$ cat config.mk
export PLATFORM = sky130hd
export DESIGN_NAME = sgwl_loader
export DESIGN_NICKNAME = d
export VERILOG_FILES = /design/src/sgwl_pkg.sv /design/src/sgwl_loader.sv
export SDC_FILE = /design/constraint.sdc
export NUM_CORES = 1
export LEC_CHECK = 0
export ABC_CLOCK_PERIOD_IN_PS = 1650
export BUFFER_PORTS_ARGS = -buffer_cell sky130_fd_sc_hd__buf_2
export CAP_MARGIN = 25
export CELL_PAD_IN_SITES_DETAIL_PLACEMENT = 0
export CELL_PAD_IN_SITES_GLOBAL_PLACEMENT = 1
export CORE_MARGIN = 2
export CORE_UTILIZATION = 40
export CTS_BUF_LIST = sky130_fd_sc_hd__clkbuf_4
export DETAILED_ROUTE_END_ITERATION = 10
export GPL_ROUTABILITY_DRIVEN = 1
export GPL_TIMING_DRIVEN = 1
export PLACE_DENSITY_LB_ADDON = 0.1
export REMOVE_ABC_BUFFERS = 1
export SYNTH_ARGS = -nofsm -noshare
export SYNTH_HDL_FRONTEND = slang
export SYNTH_SLANG_ARGS = --single-unit
export TNS_END_PERCENT = 1
$ cat constraint.sdc
create_clock -name clk -period 1.65 [get_ports clk]
set_input_delay 0.33 -clock clk [delete_from_list [all_inputs] [get_ports clk]]
set_output_delay 0.33 -clock clk [all_outputs]
set_load 0.005 [all_outputs]
$ cat src/sgwl_pkg.sv
// Constants for the serial gain word loader
// Function
// - A falling load enable opens a load; only then are clock pulses accepted.
// - While loading, the applied gain stays unchanged.
// - Bits arrive most significant first, sampled on each rising serial clock.
// - Only the last seven bits are kept; the leading bit falls out.
// - Rising load enable copies the shift register into the gain latch.
// - Codes 0 to 71 are valid; code 71 gives maximum gain.
// - Codes 72 to 127 lie outside the valid range.
// - Codes 128 to 255 act as codes 0 to 127.
// - Low transmit enable powers the amplifier down; high powers it up while the sleep input is high.
// - Low sleep input puts the device asleep with output high impedance.
// - While load enable is high, clock and data are ignored.
// - A bit is captured on the rising clock, passed to slave on falling.
package sgwl_pkg;
    localparam int        GAIN_W     = 7;
    localparam logic [6:0] CODE_MAX  = 7'h47;
    localparam logic [6:0] SHIFT_RST = 7'h00;
    localparam logic [2:0] CNT_RST   = 3'h0;
    localparam logic [6:0] GAIN_RST  = 7'h00;
    localparam int         PIN_SCLK  = 0;
    localparam int         PIN_SERIAL_GAIN_IN = 1;
    localparam int         PIN_LEN_N = 2;
    localparam int         PIN_TXEN  = 3;
    localparam int         PIN_SLP_N = 4;
    localparam int         PIN_N     = 5;
endpackage : sgwl_pkg
$ cat src/sgwl_loader.sv
// Serial gain word loader: sampled three-wire port, gain latch and power controls
module sgwl_loader (
    input  wire logic       clk,              // System clock, 25 MHz
    input  wire logic       sys_rst,          // Synchronous reset, active high
    input  wire logic       serial_clk,       // Serial clock from controller
    input  wire logic       serial_gain_in,   // Serial gain data
    input  wire logic       load_enable_n,    // Load enable, active low
    input  wire logic       transmit_enable,  // High powers up the amplifier unless sleep_n is low
    input  wire logic       sleep_n,          // Low selects sleep
    output logic [6:0]      gain_code,        // Applied gain code
    output logic            gain_valid,       // A load has completed
    output logic            gain_in_range,    // Applied code is 0..71 and a load has completed
    output logic            amp_powered,      // Amplifier transmitting
    output logic            out_high_z        // Output in high impedance
);

    ////////////////////////////////////////////////////////////////////////
    // Types and decoding

    typedef enum logic [1:0] {
        SGWL_IDLE = 2'b01,
        SGWL_LOAD = 2'b10
    } sgwl_frame_e;

    // Whether a seven-bit code lies in the monotonic gain range
    function automatic logic code_in_range(
        input logic [6:0] code
    );
        return code <= sgwl_pkg::CODE_MAX;
    endfunction

    ////////////////////////////////////////////////////////////////////////
    // Two-flop synchronisers for every pin

    logic [sgwl_pkg::PIN_N-1:0] pins_raw;
    logic [sgwl_pkg::PIN_N-1:0] pins_sync;

    assign pins_raw[sgwl_pkg::PIN_SCLK]  = serial_clk;
    assign pins_raw[sgwl_pkg::PIN_SERIAL_GAIN_IN] = serial_gain_in;
    assign pins_raw[sgwl_pkg::PIN_LEN_N] = load_enable_n;
    assign pins_raw[sgwl_pkg::PIN_TXEN]  = transmit_enable;
    assign pins_raw[sgwl_pkg::PIN_SLP_N] = sleep_n;

    for (genvar g = 0; g < sgwl_pkg::PIN_N; g++) begin : g_sync
        logic meta_q;
        logic meta_d;
        logic sync_q;
        logic sync_d;

        always_comb begin
            meta_d = pins_raw[g];
            sync_d = meta_q;
        end

        // The first stage may go metastable; only the second is read
        always_ff @(posedge clk) begin
            meta_q <= meta_d;
            sync_q <= sync_d;
        end

        assign pins_sync[g] = sync_q;
    end

    logic sclk_s;
    logic data_s;
    logic len_n_s;
    logic txen_s;
    logic slp_n_s;

    assign sclk_s  = pins_sync[sgwl_pkg::PIN_SCLK];
    assign data_s  = pins_sync[sgwl_pkg::PIN_SERIAL_GAIN_IN];
    assign len_n_s = pins_sync[sgwl_pkg::PIN_LEN_N];
    assign txen_s  = pins_sync[sgwl_pkg::PIN_TXEN];
    assign slp_n_s = pins_sync[sgwl_pkg::PIN_SLP_N];

    ////////////////////////////////////////////////////////////////////////
    // Edge detection on the synchronised serial clock and load enable

    logic sclk_prev_q;
    logic sclk_prev_d;
    logic len_prev_q;
    logic len_prev_d;
    logic sclk_rise;
    logic sclk_fall;
    logic len_rise;
    logic len_fall;

    always_comb begin
        sclk_prev_d = sclk_s;
        len_prev_d  = len_n_s;
    end

    // Not reset: the history tracks the pins, so no false edge follows reset
    always_ff @(posedge clk) begin
        sclk_prev_q <= sclk_prev_d;
        len_prev_q  <= len_prev_d;
    end

    assign sclk_rise = sclk_s & ~sclk_prev_q;
    assign sclk_fall = ~sclk_s & sclk_prev_q;
    assign len_rise  = len_n_s & ~len_prev_q;
    assign len_fall  = ~len_n_s & len_prev_q;

    ////////////////////////////////////////////////////////////////////////
    // Frame control and master-slave shift register

    sgwl_frame_e state_q;
    sgwl_frame_e state_d;
    logic        armed_q;
    logic        armed_d;
    logic        master_q;
    logic        master_d;
    logic [6:0]  shift_q;
    logic [6:0]  shift_d;

    always_comb begin
        state_d  = state_q;
        armed_d  = armed_q;
        master_d = master_q;
        shift_d  = shift_q;
        case (state_q)
            SGWL_IDLE: begin
                armed_d = 1'b0;
                if (len_fall) begin
                    state_d = SGWL_LOAD;
                end
            end
            SGWL_LOAD: begin
                if (len_n_s) begin
                    state_d = SGWL_IDLE;
                    armed_d = 1'b0;
                end else begin
                    if (sclk_rise) begin
                        master_d = data_s;
                        armed_d  = 1'b1;
                    end
                    // Only a fall that follows a rise inside this frame moves a bit
                    if (sclk_fall && armed_q) begin
                        shift_d = {shift_q[5:0], master_q};
                    end
                end
            end
            default: begin
                state_d = SGWL_IDLE;
                armed_d = 1'b0;
            end
        endcase
    end

    always_ff @(posedge clk) begin
        if (sys_rst) begin
            state_q  <= SGWL_IDLE;
            armed_q  <= 1'b0;
            master_q <= 1'b0;
            shift_q  <= sgwl_pkg::SHIFT_RST;
        end else begin
            state_q  <= state_d;
            armed_q  <= armed_d;
            master_q <= master_d;
            shift_q  <= shift_d;
        end
    end

    ////////////////////////////////////////////////////////////////////////
    // Gain latch

    logic [6:0] gain_q;
    logic [6:0] gain_d;
    logic       valid_q;
    logic       valid_d;

    always_comb begin
        gain_d  = gain_q;
        valid_d = valid_q;
        if (len_rise) begin
            gain_d  = shift_q;
            valid_d = 1'b1;
        end
    end

    // The reset value stands in for an unknown gain; gain_valid marks it
    always_ff @(posedge clk) begin
        if (sys_rst) begin
            gain_q  <= sgwl_pkg::GAIN_RST;
            valid_q <= 1'b0;
        end else begin
            gain_q  <= gain_d;
            valid_q <= valid_d;
        end
    end

    ////////////////////////////////////////////////////////////////////////
    // Registered outputs

    logic rng_q;
    logic rng_d;
    logic pwr_q;
    logic pwr_d;
    logic hz_q;
    logic hz_d;

    always_comb begin
        rng_d = valid_d && code_in_range(gain_d);
        pwr_d = txen_s & slp_n_s;
        hz_d  = ~slp_n_s;
    end

    always_ff @(posedge clk) begin
        if (sys_rst) begin
            rng_q <= 1'b0;
            pwr_q <= 1'b0;
            hz_q  <= 1'b0;
        end else begin
            rng_q <= rng_d;
            pwr_q <= pwr_d;
            hz_q  <= hz_d;
        end
    end

    assign gain_code     = gain_q;
    assign gain_valid    = valid_q;
    assign gain_in_range = rng_q;
    assign amp_powered   = pwr_q;
    assign out_high_z    = hz_q;

    ////////////////////////////////////////////////////////////////////////
    // Assertions

    a_gain_hold_load: assert property (@(posedge clk) disable iff (sys_rst)
        !len_rise |=> $stable(gain_q))
        else $error("gain changed without load end");

    a_gain_frame_hold: assert property (@(posedge clk) disable iff (sys_rst)
        (state_q == SGWL_LOAD && !len_n_s) |=> $stable(gain_q))
        else $error("gain changed while loading");

    a_gain_latch_copy: assert property (@(posedge clk) disable iff (sys_rst)
        len_rise |=> gain_q == $past(shift_q))
        else $error("gain not copied");

    a_load_close: assert property (@(posedge clk) disable iff (sys_rst)
        len_rise |=> gain_valid)
        else $error("load end did not mark gain valid");

    a_shift_idle: assert property (@(posedge clk) disable iff (sys_rst)
        len_n_s |=> $stable(shift_q))
        else $error("shift while disabled");

    a_master_idle: assert property (@(posedge clk) disable iff (sys_rst)
        len_n_s |=> $stable(master_q))
        else $error("capture while disabled");

    a_armed_idle: assert property (@(posedge clk) disable iff (sys_rst)
        len_n_s |=> !armed_q)
        else $error("armed while disabled");

    a_shift_step: assert property (@(posedge clk) disable iff (sys_rst)
        (!len_n_s && sclk_fall && armed_q) |=> shift_q[0] == $past(master_q))
        else $error("bad shift");

    a_shift_keep: assert property (@(posedge clk) disable iff (sys_rst)
        (!len_n_s && sclk_fall && armed_q) |=> shift_q[6:1] == $past(shift_q[5:0]))
        else $error("shifted bits lost");

    a_master_cap: assert property (@(posedge clk) disable iff (sys_rst)
        (state_q == SGWL_LOAD && !len_n_s && sclk_rise) |=> master_q == $past(data_s))
        else $error("bad capture");

    a_frame_open: assert property (@(posedge clk) disable iff (sys_rst)
        (state_q == SGWL_IDLE && !len_fall) |=> state_q == SGWL_IDLE)
        else $error("frame opened without falling enable");

    a_armed_frame: assert property (@(posedge clk) disable iff (sys_rst)
        armed_q |-> state_q == SGWL_LOAD)
        else $error("armed outside a frame");

    a_state_onehot: assert property (@(posedge clk) disable iff (sys_rst)
        $onehot(state_q))
        else $error("frame state not one-hot");

    a_power_level: assert property (@(posedge clk) disable iff (sys_rst)
        1'b1 |=> amp_powered == ($past(txen_s) & $past(slp_n_s)))
        else $error("power wrong");

    a_sleep_hiz: assert property (@(posedge clk) disable iff (sys_rst)
        1'b1 |=> out_high_z == !$past(slp_n_s))
        else $error("sleep wrong");

    a_hiz_unpowered: assert property (@(posedge clk) disable iff (sys_rst)
        out_high_z |-> !amp_powered)
        else $error("powered while asleep");

    a_range_flag: assert property (@(posedge clk) disable iff (sys_rst)
        gain_valid |-> gain_in_range == code_in_range(gain_code))
        else $error("range wrong");

    a_range_high: assert property (@(posedge clk) disable iff (sys_rst)
        (gain_valid && gain_code > sgwl_pkg::CODE_MAX) |-> !gain_in_range)
        else $error("code above range flagged valid");

    a_range_unloaded: assert property (@(posedge clk) disable iff (sys_rst)
        !gain_valid |-> !gain_in_range)
        else $error("range flagged before a load");

    a_valid_sticky: assert property (@(posedge clk) disable iff (sys_rst)
        gain_valid |=> gain_valid)
        else $error("gain valid dropped");
endmodule // sgwl_loader

==> results.py <==
metrics = {
    "status": {
        "outcome": "complete, no violations",
    },
    "die": {
        "dieArea_um2": 3080,
        "die_w_um": 55.5,
        "die_y_um": 55.5,
        "rows": 18,
        "core_area_um2": 2500,
        "ios": 18,
        "initial_core_util_pct": 42.4,
    },
    "final_layout": {
        "post_route_cells_drive_above_1_share_pct": 23.1,
        "layout_common_cells": "34 x dfxtp_1, 17 x nand2_1, 17 x buf_2, 10 x nand2b_1, 9 x a21oi_1",
        "fin_nets": 127,
        "fin_cells": 151,
        "areaGrowthSynthToFinish_pct": 15.9,
        "diodes": 0,
        "layout_commonest_cell": "dfxtp_1",
        "fill_cells": 247,
    },
    "min_path": {
        "holdCritPathClass": "input port to flip-flop",
    },
    "timing": {
        "grt_setup_unrepaired": "false",
        "worst_slack_ns": 0.193,
        "maxSlewHeadroom_pct": 71.3,
        "report.final.slew_viol_count": 0,
        "max_slew.worst_pin.slew_ns": 0.428,
        "fin_crit_sh_pct": 88.3,
        "fin_crit_ns": 1.46,
        "fin_tns_setup_ns": 0,
        "setup_viol": 0,
        "hold_viol_final": 0,
        "fmax_ghz": 0.686,
        "skew_ns": 0.00748,
    },
    "routing": {
        "wl_per_cell_um": 10.6,
        "antenna_left": 0,
        "drt-vias-per-instance": 4.62,
        "route.detailed.drc": 0,
        "drt_pass1_iterations": 4,
        "vias": 698,
        "routed_wl_mm": 1.60,
        "drt_iter0_drc": 22,
    },
    "synth": {
        "avgSynthCellArea_um2": 10.7,
        "ys_seq_elements": 34,
        "ys_types": 19,
        "synthCells": 99,
        "syn_area_um2": 1060,
        "seq_area_frac_synth_pct": 64.2,
        "yosys_warnings": 0,
    },
    "clock_tree": {
        "cts_hold_buf": 0,
        "worstSkewPairLatency_ns": 0.32,
        "cts_tree": "done",
        "cts.sinks": 34,
        "cts_setup_buffers": 0,
        "cts_max_level": 2,
        "root_buffer": "clkbuf_4",
        "numCtsBuffers": 5,
        "clockBufferDepth": 2,
        "cts_resized": 0,
        "clk_pin_slew_ns": 0.10,
    },
    "setup_path": {
        "cp.arrival_ns": 1.72,
        "worst_ep_required_time_ns": 1.91,
        "startpoint_type": "flip-flop",
        "end_kind": "flip-flop",
        "crit_path_top_delay_cell": "or3b_4",
        "path_class": "flip-flop to flip-flop",
        "critPathMaxStageDelay_ns": 0.41,
        "cp_max_fo": 7,
        "worstPathCellList": "or3b_4 -> nor3_4 -> mux2i_1",
    },
    "place": {
        "hpwl_mm": 1.08,
        "dpl_worst_slack_ns": 0.193,
        "gp_congestion": 0.652,
        "portBuffers": 17,
        "dp.cells": 143,
    },
    "pwr": {
        "p_leak_nw": 0.494,
        "peakVddDrop_uv": 661,
        "cellPowerDensity_nw_per_um2": 1070,
    },
    "grt": {
        "grt_max_degree": 23,
        "antenna_found_initial": 0,
        "gr-total-overflow": 0,
        "grt_pass1_wl_mm": 3.01,
        "first_global_vias": 710,
        "grt.total_usage_pct": 12.9,
    },
    "run": {
        "maxCapViolations": 0,
    },
}
sequential cells by signal, indices dropped and copies added, names as in the netlist:
name,flops
shift_q,7
armed_q,1
data_s,1
g_sync.sync_q,4
sclk_prev_q,1
len_prev_q,1
gain_valid,1
gain_code,7
g_sync.meta_q,5
out_high_z,1
state_q,2
amp_powered,1
master_q,1
gain_in_range,1
cell type report:
type	count	area, um^2	area share (%)
sequential	34	681	55.4
multi-input combinational	59	357	29.0
timing repair buffer	18	92.6	7.54
clock buffer	5	37.5	3.05
tap	30	37.5	3.05
clock inverter	3	16.3	1.32
inverter	2	7.51	0.611
where the power goes:
part / leakage (nW) / switching [mW] / total [mW] / internal, mW
clock network: 0.0286 / 0.258 / 0.416 / 0.158
registers: 0.280 / 0.0108 / 0.854 / 0.843
logic: 0.186 / 0.0221 / 0.0424 / 0.0203
routing by layer:
layer	track usage, %	vias up	wire, um
met1	15.9	307	788
li1	-	368	-
met4	7.32	0	27
met2	18.4	19	678
met3	6.09	4	104
met5	0	-	0
final timing paths:
| path | start | to | slack [ns] | cells after the start |
|---|---|---|---|---|
| max | g_sync[2].sync_q$_DFF_P_ | shift_q[5]$_SDFFE_PP0P_ | 0.19 | 3 |
| max reg2reg | g_sync[2].sync_q$_DFF_P_ | shift_q[5]$_SDFFE_PP0P_ | 0.19 | 3 |
| min reg2reg | g_sync[2].meta_q$_DFF_P_ | g_sync[2].sync_q$_DFF_P_ | 0.34 | 0 |
| min | sleep_n | g_sync[4].meta_q$_DFF_P_ | 0.10 | 1 |
critical path: cells and delay by family, from the launching register on:
kind             cells  cell delay (ns)
and+or+nand+nor      2             0.81
DFF                  1             0.35
muxes                1             0.23
through the flow:
step                hold slack, ns  utilization, %  power [mW]  area (um^2)
floorplan                    0.310               -       0.890         1040
global placement             0.310            47.0       0.915         1170
detailed placement           0.312            47.0       0.916         1170
CTS                         0.0857            49.1        1.34         1230
global route                0.0708            49.1        1.39         1230
finish                       0.101            49.1        1.31         1230
logic make-up after synthesis:
group           share of synthesized area [%]
compound gates                           6.37
mux                                      7.56
buf+inv                                  2.12
flops                                    64.2
simple gates                             19.7
synth_stat cells:
cell type	n	area, um^2
dfxtp_1	34	681
nand2_1	17	63.8
nand2b_1	10	62.6
a21oi_1	9	45.0
mux2i_1	8	80.1
nor2_1	4	15.0
clkbuf_1	3	11.3
inv_1	2	7.51
o31ai_1	2	15.0
a211oi_1	1	7.51
buf_1	1	3.75
nand3_1	1	5.00
nand3b_1	1	7.51
nor2b_1	1	6.26
nor3_1	1	5.00
nor3_4	1	16.3
nor3b_1	1	7.51
or2b_2	1	8.76
or3b_4	1	11.3
Power figures use the tool's default switching activity.
